**src/verilog/plotter_order_pkg.sv**
```systemverilog
// Constants and carrier types for the plotter port order processor
// Functional notes
// - Unsupported orders execute as no-operations
// - Decode nop, end, move address, move data
// - Decode io, branch condition, mask, count
// - Plotter port answers at lowest device address
// - Refresh to plotter address is refused
// - Program runs until end order or stop
// - Cursor commands to plotter get command reject
// - Read position returns all-zero X,Y value
// - Manual input, function indicators get reject
// - Audible alarm accepted, nothing done
// - Sense returns normal sense data; host filters
// - Buffer addresses wrap past 32767 to zero
// - Io order locates eight-byte control block
// - Start loads address, runs orders sequentially
// - Control blocks chain to further data areas
// - Transfer ends on zero count or stop
// - Io order is three sixteen-bit words
// - Control block address forced even
// - Bad control block command ends io order
// - Chaining stops once status byte nonzero
`default_nettype none
package plotter_order_pkg;
  localparam int AW = 15;                               // Byte address width: 32 KiB, wraps through zero
  localparam logic [15:0] OP_NOP2       = 16'h2A80;
  localparam logic [15:0] OP_EOS        = 16'h2A81;
  localparam logic [11:0] OP_NOP2_HI    = 12'h2AB;      // 2AB0..2ABF
  localparam logic [15:0] OP_NOP4       = 16'h2AC0;
  localparam logic [15:0] OP_MVA        = 16'h2AEB;
  localparam logic [15:0] OP_MVD        = 16'h2AEC;
  localparam logic [15:0] OP_IO         = 16'h2A89;
  localparam logic [11:0] OP_BRCOND_HI  = 12'h2A7;      // 2A70..2A7F
  localparam logic [15:0] OP_BRMASK     = 16'h2AED;
  localparam logic [15:0] OP_BRCNT      = 16'h2AF0;
  localparam logic [7:0]  CB_WRITE      = 8'h01;
  localparam logic [7:0]  CB_READ       = 8'h02;
  localparam logic [5:0]  CB_CONTROL    = 6'h03;        // Low six bits; top two select subcommand
  localparam logic [7:0]  CB_SENSE      = 8'h04;
  localparam logic [7:0]  CB_XFER_CTL   = 8'h08;
  localparam int FLAG_IMM  = 2;
  localparam int FLAG_CHN  = 1;
  localparam int FLAG_SLI  = 0;
  localparam int ST_BADCMD = 7;                         // Status byte 0: invalid block command
  localparam int ST_LENGTH = 6;                         // Status byte 0: incorrect length
  localparam logic [15:0] IMM_MAX     = 16'h0004;
  localparam logic [AW-1:0] STEP_WORD = 15'h0002;
  localparam logic [AW-1:0] STEP_TWO  = 15'h0004;
  localparam logic [AW-1:0] STEP_IO   = 15'h0006;
  localparam logic [AW-1:0] STEP_CB   = 15'h0008;       // Control block length in bytes
  localparam logic [7:0]  PLOT_DEV_ADDR = 8'h00;        // Lowest device address of the controller
  localparam int COND_ALWAYS = 3;
  localparam int COND_STATUS = 2;
  localparam int COND_ZERO   = 1;

  typedef enum logic [3:0] {
    HC_NOP, HC_START, HC_STOP, HC_INS_CUR, HC_REM_CUR, HC_RD_CUR, HC_RD_XY,
    HC_RD_MAN, HC_SET_PFI, HC_ALARM, HC_SENSE, HC_REFRESH
  } host_cmd_t;

  typedef struct packed {
    host_cmd_t     cmd;
    logic [7:0]    dev;
    logic [AW-1:0] addr;
  } host_req_t;

  typedef struct packed {
    logic        reject;
    logic [15:0] data;
  } host_resp_t;
endpackage
`default_nettype wire

```
**src/verilog/plotter_port_order_processor.sv**
```systemverilog
// Order processor driving the serial plotter port from buffer storage
`timescale 1ns/100ps
`default_nettype none
module plotter_port_order_processor (
  input  wire logic                                clock,
  input  wire logic                                rst,
  input  wire logic                                enable,
  input  wire logic                                host_valid,
  input  wire plotter_order_pkg::host_req_t        host_req,
  output var  logic                                resp_valid_q,
  output var  plotter_order_pkg::host_resp_t       resp_q,
  output var  logic                                mem_rd_q,
  output var  logic [plotter_order_pkg::AW-1:0]    mem_addr_q,
  input  wire logic                                mem_valid,
  input  wire logic [15:0]                         mem_rdata,
  output var  logic                                tx_valid_q,
  output var  logic [7:0]                          tx_data_q,
  input  wire logic                                tx_ready,
  output var  logic                                running_q,
  output var  logic                                io_done_q,
  output var  logic [7:0]                          status0_q
);
  typedef enum logic [2:0] {S_IDLE, S_OP, S_ARG1, S_ARG2, S_IO_CONTROL_BLOCK, S_DATA, S_SEND, S_DONE} state_t;

  // Program sequencing registers
  state_t                          state_q;
  logic [15:0]                     op_q;
  logic [15:0]                     arg1_q;
  logic [15:0]                     data_reg_q;
  logic [plotter_order_pkg::AW-1:0] pc_q;
  logic [plotter_order_pkg::AW-1:0] addr_reg_q;
  logic [plotter_order_pkg::AW-1:0] io_control_block_ptr_q;
  logic [plotter_order_pkg::AW-1:0] data_ptr_q;
  logic [1:0]                      idx_q;
  logic [1:0]                      imm_idx_q;

  // Control block fields
  logic [7:0]                      cmd_q;
  logic [7:0]                      flags_q;
  logic [15:0]                     cnt_q;
  logic [15:0]                     w2_q;

  // Decode and fetch helpers
  logic [plotter_order_pkg::AW-1:0] fetch_addr;
  logic [7:0]                      imm_next;
  logic [3:0]                      cond;
  logic                            fetching;
  logic                            got;
  logic                            our_dev;
  logic                            do_start;
  logic                            do_stop;
  logic                            cmd_ok;
  logic                            three_word;
  logic [31:0]                     imm_word;
  logic [15:0]                     w3_q;

  // Host command decode for the plotter address only
  assign our_dev  = host_req.dev == plotter_order_pkg::PLOT_DEV_ADDR;
  assign do_start = host_valid && our_dev && host_req.cmd == plotter_order_pkg::HC_START;
  assign do_stop  = host_valid && our_dev && host_req.cmd == plotter_order_pkg::HC_STOP;

  // Word fetch bookkeeping
  assign fetching = state_q inside {S_OP, S_ARG1, S_ARG2, S_IO_CONTROL_BLOCK, S_DATA};
  assign got      = mem_rd_q && mem_valid && fetching;
  assign three_word = op_q == plotter_order_pkg::OP_IO || op_q == plotter_order_pkg::OP_BRMASK;
  assign cond = {1'b1, |status0_q, data_reg_q == 16'h0000, 1'b0};
  assign imm_word = {w2_q, w3_q};

  // Valid control block commands
  assign cmd_ok = cmd_q == plotter_order_pkg::CB_WRITE || cmd_q == plotter_order_pkg::CB_READ
               || cmd_q[5:0] == plotter_order_pkg::CB_CONTROL || cmd_q == plotter_order_pkg::CB_SENSE
               || cmd_q == plotter_order_pkg::CB_XFER_CTL;

  // Address of the word each fetching state needs; narrow sums wrap through zero
  always_comb begin
    case (state_q)
      S_ARG1:  fetch_addr = pc_q + plotter_order_pkg::STEP_WORD;
      S_ARG2:  fetch_addr = pc_q + plotter_order_pkg::STEP_TWO;
      S_IO_CONTROL_BLOCK:  fetch_addr = io_control_block_ptr_q + {12'h000, idx_q, 1'b0};
      S_DATA:  fetch_addr = {data_ptr_q[plotter_order_pkg::AW-1:1], 1'b0};
      default: fetch_addr = pc_q;
    endcase
  end

  // Next immediate byte, most significant first
  always_comb begin
    case (imm_idx_q)
      2'd0:    imm_next = imm_word[23:16];
      2'd1:    imm_next = imm_word[15:8];
      2'd2:    imm_next = imm_word[7:0];
      default: imm_next = imm_word[31:24];
    endcase
  end

  // Storage read request: held until answered, withdrawn when leaving a fetch state
  always_ff @(posedge clock or posedge rst) begin
    if (rst) begin
      mem_rd_q   <= 1'b0;
      mem_addr_q <= '0;
    end else if (enable) begin
      // Drop the request once answered, stopped or idle
      if (!fetching || do_stop || got) begin
        mem_rd_q <= 1'b0;
      end else if (!mem_rd_q) begin
        mem_rd_q   <= 1'b1;
        mem_addr_q <= fetch_addr;
      end
    end
  end

  // Host command answers
  always_ff @(posedge clock or posedge rst) begin
    if (rst) begin
      resp_valid_q <= 1'b0;
      resp_q       <= '0;
    end else if (enable) begin
      resp_valid_q <= host_valid && our_dev;
      resp_q       <= '0;
      // Fixed answers except sense, which returns status0_q; validity gated by the plotter address
      case (host_req.cmd)
        plotter_order_pkg::HC_INS_CUR, plotter_order_pkg::HC_REM_CUR,
        plotter_order_pkg::HC_RD_CUR:  resp_q.reject <= 1'b1;
        plotter_order_pkg::HC_RD_XY:   resp_q.data   <= 16'h0000;
        plotter_order_pkg::HC_RD_MAN,
        plotter_order_pkg::HC_SET_PFI: resp_q.reject <= 1'b1;
        plotter_order_pkg::HC_ALARM:   resp_q.reject <= 1'b0;
        plotter_order_pkg::HC_SENSE:   resp_q.data   <= {status0_q, 8'h00};
        plotter_order_pkg::HC_REFRESH: resp_q.reject <= 1'b1;
        default:                       resp_q.reject <= 1'b0;
      endcase
    end
  end

  // Order sequencing and control block execution
  always_ff @(posedge clock or posedge rst) begin
    if (rst) begin
      state_q    <= S_IDLE;
      running_q  <= 1'b0;
      io_done_q  <= 1'b0;
      status0_q  <= '0;
      pc_q       <= '0;
      op_q       <= '0;
      arg1_q     <= '0;
      data_reg_q <= '0;
      addr_reg_q <= '0;
      io_control_block_ptr_q <= '0;
      data_ptr_q <= '0;
      idx_q      <= '0;
      imm_idx_q  <= '0;
      cmd_q      <= '0;
      flags_q    <= '0;
      cnt_q      <= '0;
      w2_q       <= '0;
      w3_q       <= '0;
      tx_valid_q <= 1'b0;
      tx_data_q  <= '0;
    end else if (enable) begin
      // Completion pulse lasts one cycle
      io_done_q <= 1'b0;
      // Stop outranks start, start outranks the running program
      if (do_stop) begin
        state_q    <= S_IDLE;
        running_q  <= 1'b0;
        tx_valid_q <= 1'b0;
      end else if (do_start) begin
        pc_q      <= host_req.addr;
        status0_q <= '0;
        running_q <= 1'b1;
        state_q   <= S_OP;
      end else begin
        case (state_q)
          // Opcode word: one-word orders finish here
          S_OP: if (got) begin
            // Orders with operands go on to fetch them
            op_q <= mem_rdata;
            if (mem_rdata == plotter_order_pkg::OP_EOS) begin
              state_q   <= S_IDLE;
              running_q <= 1'b0;
            end else if (mem_rdata == plotter_order_pkg::OP_NOP4) begin
              pc_q <= pc_q + plotter_order_pkg::STEP_TWO;
            end else if (mem_rdata == plotter_order_pkg::OP_MVA || mem_rdata == plotter_order_pkg::OP_MVD
                      || mem_rdata == plotter_order_pkg::OP_BRCNT || mem_rdata == plotter_order_pkg::OP_IO
                      || mem_rdata == plotter_order_pkg::OP_BRMASK
                      || mem_rdata[15:4] == plotter_order_pkg::OP_BRCOND_HI) begin
              state_q <= S_ARG1;
            end else begin
              pc_q <= pc_q + plotter_order_pkg::STEP_WORD;
            end
          end

          // First operand: moves and two-word branches end here
          S_ARG1: if (got) begin
            arg1_q <= mem_rdata;
            state_q <= three_word ? S_ARG2 : S_OP;
            if (!three_word) begin
              pc_q <= pc_q + plotter_order_pkg::STEP_TWO;
            end
            // Act on the operand by order
            if (op_q == plotter_order_pkg::OP_MVA) begin
              addr_reg_q <= mem_rdata[plotter_order_pkg::AW-1:0];
            end else if (op_q == plotter_order_pkg::OP_MVD) begin
              data_reg_q <= mem_rdata;
            end else if (op_q == plotter_order_pkg::OP_BRCNT) begin
              data_reg_q <= data_reg_q - 16'h0001;
              if (data_reg_q != 16'h0001) begin
                pc_q <= mem_rdata[plotter_order_pkg::AW-1:0];
              end
            end else if (op_q[15:4] == plotter_order_pkg::OP_BRCOND_HI && |(op_q[3:0] & cond)) begin
              pc_q <= mem_rdata[plotter_order_pkg::AW-1:0];
            end
          end

          // Second operand: mask branch target or block pointer
          S_ARG2: if (got) begin
            // Middle word is ignored; pointer forced even
            if (op_q == plotter_order_pkg::OP_IO) begin
              io_control_block_ptr_q <= {mem_rdata[plotter_order_pkg::AW-1:1], 1'b0};
              idx_q      <= '0;
              state_q    <= S_IO_CONTROL_BLOCK;
            end else begin
              state_q <= S_OP;
              pc_q    <= |(data_reg_q & arg1_q) ? mem_rdata[plotter_order_pkg::AW-1:0]
                                                : pc_q + plotter_order_pkg::STEP_IO;
            end
          end

          // Control block words arrive in order
          S_IO_CONTROL_BLOCK: if (got) begin
            idx_q <= idx_q + 2'd1;
            case (idx_q)
              2'd0:    {cmd_q, flags_q} <= mem_rdata;
              2'd1:    cnt_q <= mem_rdata;
              2'd2:    w2_q <= mem_rdata;
              default: w3_q <= mem_rdata;
            endcase
            // Last word in hand: act on the command
            if (idx_q == 2'd3) begin
              data_ptr_q <= mem_rdata[plotter_order_pkg::AW-1:0];
              imm_idx_q  <= '0;
              state_q    <= S_DONE;
              if (!cmd_ok) begin
                status0_q[plotter_order_pkg::ST_BADCMD] <= 1'b1;
              end else if (cmd_q == plotter_order_pkg::CB_WRITE && cnt_q != 16'h0000) begin
                if (flags_q[plotter_order_pkg::FLAG_IMM] && cnt_q > plotter_order_pkg::IMM_MAX) begin
                  status0_q[plotter_order_pkg::ST_LENGTH] <= !flags_q[plotter_order_pkg::FLAG_SLI];
                end else if (flags_q[plotter_order_pkg::FLAG_IMM]) begin
                  tx_data_q  <= w2_q[15:8];
                  tx_valid_q <= 1'b1;
                  state_q    <= S_SEND;
                end else begin
                  state_q <= S_DATA;
                end
              end
            end
          end

          // Pick the addressed byte from the fetched word
          S_DATA: if (got) begin
            tx_data_q  <= data_ptr_q[0] ? mem_rdata[7:0] : mem_rdata[15:8];
            tx_valid_q <= 1'b1;
            state_q    <= S_SEND;
          end

          // Byte taken: count down, then next byte or done
          S_SEND: if (tx_ready) begin
            tx_valid_q <= 1'b0;
            cnt_q      <= cnt_q - 16'h0001;
            data_ptr_q <= data_ptr_q + 15'h0001;
            imm_idx_q  <= imm_idx_q + 2'd1;
            // Count reaching zero ends the block
            if (cnt_q == 16'h0001) begin
              state_q <= S_DONE;
            end else if (flags_q[plotter_order_pkg::FLAG_IMM]) begin
              tx_data_q  <= imm_next;
              tx_valid_q <= 1'b1;
            end else begin
              state_q <= S_DATA;
            end
          end

          // Chain to the next block or resume the program
          S_DONE: begin
            idx_q <= '0;
            // Any status bit set breaks the chain
            if (flags_q[plotter_order_pkg::FLAG_CHN] && status0_q == 8'h00) begin
              io_control_block_ptr_q <= io_control_block_ptr_q + plotter_order_pkg::STEP_CB;
              state_q    <= S_IO_CONTROL_BLOCK;
            end else begin
              pc_q      <= pc_q + plotter_order_pkg::STEP_IO;
              io_done_q <= 1'b1;
              state_q   <= S_OP;
            end
          end

          // Idle; all eight state codes are named, so only S_IDLE lands here
          default: state_q <= S_IDLE;
        endcase
      end
    end
  end
endmodule // plotter_port_order_processor
`default_nettype wire

```
**config.mk**
```make
export PLATFORM = sky130hd
export DESIGN_NAME = plotter_port_order_processor
export DESIGN_NICKNAME = d
export VERILOG_FILES = /design/src/verilog/plotter_order_pkg.sv /design/src/verilog/plotter_port_order_processor.sv
export SDC_FILE = /design/constraint.sdc
export NUM_CORES = 1
export LEC_CHECK = 0
export BUFFER_PORTS_ARGS = -buffer_cell sky130_fd_sc_hd__buf_2
export CORE_UTILIZATION = 65
export CTS_BUF_LIST = sky130_fd_sc_hd__clkbuf_2
export CTS_CLUSTER_SIZE = 10
export DETAILED_ROUTE_END_ITERATION = 8
export PLACE_DENSITY = 0.86
export SYNTH_ARGS = -nofsm -noshare
export SYNTH_HDL_FRONTEND = slang
export SYNTH_SLANG_ARGS = --single-unit
export TNS_END_PERCENT = 10
```
**constraint.sdc**
```tcl
create_clock -name clock -period 17.44 [get_ports clock]
set_input_delay 3.488 -clock clock [delete_from_list [all_inputs] [get_ports clock]]
set_output_delay 3.488 -clock clock [all_outputs]
set_load 0.01 [all_outputs]
```
### Word-level counts from Yosys, hierarchy flattened

Cells that the tools add are included.

* add/sub/neg operators: 10
* $lt $le $gt $ge: 1
* equality and inequality tests: 83
* mux-type cells: 108
* bitwise operators: 8
* reduce and logical (&&, ||, !) cells: 69

Operators by type and width (number)
* $mux 15: 22
* $eq 16x14->1 const B: 12
* $pmux 15 s4: 2
* $mux 16: 6
* $mux 8: 11
* $pmux 15 s2: 2
* $mux 3: 16
* $pmux 8 s3: 2
* $ne 3x3->1 const B: 12
* $reduce_and 7->1: 5
* $pmux 16 s2: 1
* $sub 16x1->16 const B: 2
* $add 15x3->15 const B: 2
* $mux 2: 15
* $ne 4x4->1 const B: 7
* $mux 1: 27
* $eq 12x10->1 const B: 2
* $reduce_and 6->1: 4
* $ne 2x2->1 const B: 11
* $reduce_and 11->1: 2
* $pmux 3 s7: 1
* $reduce_bool 2->1: 9
* $and 16x16->16: 1
* $eq 16x1->1 const B: 1
* other kinds (52): 104

* register bits after elaboration: 206
* input bits: 49

### Longest topological paths before layout

* word-level depth: 13
* depth in mapped cells: 12
* mapped depth without buffers: 10

### Worst setup path before layout

OpenSTA, ideal clock, no wires.

* kind: input-to-reg
* start: input port host_req[19] (netlist name)
* end: register pc_q[13] (netlist name)
* setup time: 0.071 ns
* data arrival time: 5.621 ns
* path slack: 11.748 ns
* stages on the path: 9
* path buffers: 1
* cells stage by stage: nor4b_4 -> and4_4 -> a21oi_2 -> a21o_1 -> a211o_1 -> buf_2 -> or4_1 -> or3_1 -> nand4_1

* word-level cells in the longest chain between the ends: 5
* elaborated cells between the ends (all ways): 15
* those cells by class: eq/ne: 7; mux: 1; bitwise: 1; reduce/logical: 6

RTL lines
* start: declaration: line plotter_port_order_processor.sv:9 `input wire plotter_order_pkg::host_req_t host_req,`
* $logic_not 8->1 (*): line plotter_port_order_processor.sv:58 `assign our_dev = host_req.dev == plotter_order_pkg::PLOT_DEV_ADDR;`
* $logic_and 1x1->1 (*): line plotter_port_order_processor.sv:59, plotter_port_order_processor.sv:60
* $logic_and 1x1->1 (on tied branches): line plotter_port_order_processor.sv:59, plotter_port_order_processor.sv:60
* $ne 4x4->1 (no source line) (tied with other cells)
* $reduce_and 10->1 (no source line)
* end signal: assignment: line plotter_port_order_processor.sv:166 `pc_q <= host_req.addr;`
* end signal: assignment: line plotter_port_order_processor.sv:180 `pc_q <= pc_q + plotter_order_pkg::STEP_TWO;`
* end signal: assignment: line plotter_port_order_processor.sv:187 `pc_q <= pc_q + plotter_order_pkg::STEP_WORD;`
* end: declaration: line plotter_port_order_processor.sv:30 `logic [plotter_order_pkg::AW-1:0] pc_q;`

Every way passes the cells marked *; elsewhere a longest branch is shown, timed or not.
A chain may end at the register's enable or synchronous reset.

### Worst setup path after layout

* start: input port host_req[24] (netlist name)
* end: register pc_q[3] (netlist name)

* word-level cells in the longest chain between the ends: 4
* elaborated cells between the ends (all ways): 15
* those cells by class: eq/ne: 9; mux: 1; bitwise: 1; reduce/logical: 4

RTL lines (line)
* $eq 4x1->1 / $eq 4x2->1 (equally long branches): plotter_port_order_processor.sv:59, plotter_port_order_processor.sv:60
* $logic_and 1x1->1 (on tied branches): plotter_port_order_processor.sv:59, plotter_port_order_processor.sv:60
* $ne 4x4->1 (no source line) (tied with other cells)
* $reduce_and 10->1 (no source line)

Several ways; a longest one is shown, not always the timed one.

==> impl_metrics.py <==
metrics = {
    "worst_hold_path": {
        "hp-class": "reg -> reg",
    },
    "timing": {
        "grt_setup_unrepaired": "false",
        "fmax_ghz": 0.1834,
        "fin_hold_ws_ns": 0.5131,
        "slew_viol_final": 0,
        "fin_setup_tns_ns": 0,
        "max_slew.worst_pin.slew_ns": 1.229,
        "final.period_utilization_pct": 31.26,
        "fin_crit_ns": 5.452,
        "max_slew_margin_pct": 18.08,
        "finClkSkew_ns": 0.03474,
        "finalSetupViolCount": 0,
        "finalHoldViolCount": 0,
        "finalWorstSetupSlack_ns": 11.99,
    },
    "cts": {
        "clockBufferDepth": 2,
        "numCtsBuffers": 17,
        "worstSkewPairLatency_ns": 0.83,
        "cts_sinks": 191,
        "cts_root_buf": "clkbuf_2",
        "clkTransAtPathRegs_ns": 0.27,
        "tritoncts": "built",
        "cts_htree_levels": 4,
        "cts.hold.buffers_added": 0,
        "cts_resized": 0,
        "post_cts_buffers": 0,
    },
    "logic_synthesis": {
        "ys.flop_type": "dfrtp_1",
        "yosysSeqAreaShare_pct": 38.76,
        "synth_edf_count": 0,
        "yosys.area.top_type": "dfrtp_1",
        "ys_ff_latch": 191,
        "ys_top_cells_by_area": "dfrtp_1 (39%), mux2_2 (7.8%), o21ai_0 (5.6%)",
        "syn_avg_cell_area_um2": 8.624,
        "yosysTopAreaCellShare_pct": 38.76,
        "yosysWarnings": 0,
        "synthArstFlopShare_pct": 100.0,
        "synthCells": 1430,
        "synth_cell_types": 87,
        "synth_area_mm2": 0.01233,
    },
    "floorplanning": {
        "die-area_mm2": 0.01953,
        "dieHeight_um": 139.7,
        "core-area_mm2": 0.01864,
        "rows": 50,
        "start_util_pct": 66.15,
        "die_x_um": 139.7,
        "ios": 102,
    },
    "flow_run": {
        "maxCapViolations": 0,
    },
    "pwr": {
        "ir_drop_mv": 0.04286,
        "p_clk_share_pct": 32.6,
        "pwr-share-seq_pct": 59.8,
        "switching_share_pct": 30.31,
        "p_int_mw": 0.5276,
        "powerDensity_mw_per_mm2": 58.54,
        "p_sw_mw": 0.2294,
        "comb_power_share_pct": 7.6,
        "leakage_nw": 5.757,
    },
    "setup_path": {
        "r2r_end": "io_control_block_ptr_q[11]",
        "cp_cell_sequence": "buf_2 > nor4b_1 > and4_4 > a21oi_2 > a21o_1 > a211o_1 > nor2_1 > nand2_1 > o221ai_1",
        "critPathMaxStageDelay_ns": 0.64,
        "setup.worst_path.start": "host_req[24]",
        "r2r-start": "state_q[2]",
        "reg2regPathDepth": 8,
        "path_depth": 9,
        "reg2reg_slack_ns": 13.74,
        "worstSetupEndpointType": "flop",
        "critPathMaxFanout": 10,
        "path_delay_family": "simple AND/OR/NAND/NOR gates",
        "required_ns": 18.19,
        "cp.buffers_inverters": 1,
        "slowest_stage": "nor2_1",
        "crit_path_end": "pc_q[3]",
        "critPathLaunchType": "input port",
        "cp.arrival_ns": 6.20,
        "critPathKind": "in -> reg",
    },
    "layout": {
        "nFillCells": 1487,
        "drive_above_1_share_pct": 16.71,
        "final_common_cell": "dfrtp_1",
        "nets": 1514,
        "final_cells": 1689,
        "stdcell_area_mm2": 0.01293,
        "seq_area_mm2": 0.004780,
        "layout_common_cells": "dfrtp_1 (191), nand2_1 (168), o21ai_0 (139)",
        "multi_input_area_mm2": 0.006957,
        "area_growth_pct": 4.870,
    },
    "global_route": {
        "grt_max_degree": 113,
        "antenna_found_initial": 2,
        "grt_usage_pct": 37.56,
        "grt.overflow.total": 0,
        "grt_pass1_wl_um": 56910,
        "grt_pass1_vias": 10713,
    },
    "routing": {
        "drcViolationCount": 1,
        "post_drt_wl_per_cell_um": 21.42,
        "dr.pass1.iters": 9,
        "dr_total_vias": 11716,
        "avgViaCountPerCell": 6.937,
        "ant_nets": 0,
        "drtIter0Drc": 1555,
        "routed_wl_um": 36180,
    },
    "placement": {
        "dpl.hpwl_um": 24810,
        "postPlaceCellArea_mm2": 0.01266,
        "io_buffers": 81,
        "post-place-ws_ns": 11.24,
        "place.gp.congestion": 1.017,
        "dp.cells": 1656,
    },
    "run_status": {
        "status": "finished with violations",
        "violations": "design-rule violations",
    },
}
## logic make-up (layout without fill, tap and decap cells)
kind of cell,Yosys count,count (layout),synth area share (%)
simple gates,494,494,19.65
compound gates,432,432,22.17
flops,191,191,38.76
buf+inv,154,159,5.509
mux,99,99,8.898
xor+xnor,35,35,2.486
fa+ha+maj,24,24,2.496
other cells,1,21,0.03041
## worst register-to-register path, stage by stage (launching register included)
cell and delay [ns]:
dfrtp_1 0.73, inv_1 0.52, nand2_1 0.27, nand2_1 0.29, nor2_1 0.12, o41ai_1 0.35
nand3_1 0.72, o21ai_0 0.46, o21ai_0 0.15
## per-layer routing
metal	vias to the layer above	GRT usage, %	wire, µm
li1	5233	-	-
met1	5566	51.50	14200
met2	781	57.42	16190
met3	136	7.433	4220
met4	0	17.64	1575
met5	-	0	0
## layout make-up
class	instances	area share (%)
Antenna cell	1	0.01935
Clock buffer	17	0.6579
Clock inverter	15	1.461
Inverter	35	1.074
Multi-Input combinational cell	1104	53.79
Sequential cell	191	36.96
Tap cell	234	2.264
Timing Repair Buffer	92	3.773
## worst min-delay path by stage
stage	cells after the start	startpoint	endpoint
floorplan	2	w3_q[4]	w3_q[4]
global placement	2	mem_addr_q[2]	mem_addr_q[2]
detailed placement	2	mem_addr_q[0]	mem_addr_q[0]
CTS	2	mem_addr_q[0]	mem_addr_q[0]
global route	2	mem_addr_q[0]	mem_addr_q[0]
finish	2	mem_addr_q[0]	mem_addr_q[0]
## registers in the layout, indices dropped and copies added (netlist names), 16 cells and up
signal / cells
w2_q: 16
cnt_q: 16
op_q: 16
arg1_q: 16
data_reg_q: 16
w3_q: 16
## metrics by stage
step	util, %	total power, mW
global placement	67.89	0.5149
global route	69.37	0.7806
finish	69.37	0.7570
CTS	69.36	0.7571
floorplan	-	0.4939
detailed placement	67.89	0.5156
## power groups by stage
stage	Sequential (mW)	Combinational [mW]	Clock, mW
2_1_floorplan	0.458	0.0362	0
3_3_place_gp	0.459	0.0560	0
3_5_place_dp	0.459	0.0565	0
4_1_cts	0.452	0.0566	0.248
5_1_grt	0.453	0.0629	0.264
6_report	0.453	0.0579	0.246
## cells in the mapped netlist (all sizes together) (4+ instances only)
cell type	number
a41oi	4
o32ai	5
xor2	16
nor2b	6
nor4	13
nor2	107
buf	41
and4	4
a21oi	116
nand2b	10
a22oi	19
inv	34
a211oi	15
a31oi	12
mux2	85
clkbuf	78
or2	10
o22a	5
o41ai	4
or4	7
a21o	7
o221ai	11
o21ai	140
and3	13
nor3	39
a22o	6
nand3b	5
nand4	15
nand2	168
a222oi	8
mux2i	14
dfrtp	191
ha	23
xnor2	19
a221oi	4
nand3	49
and2	10
o31ai	10
or3	19
o22ai	28
a32oi	6
o211ai	11
Power figures use the tool's default switching activity.
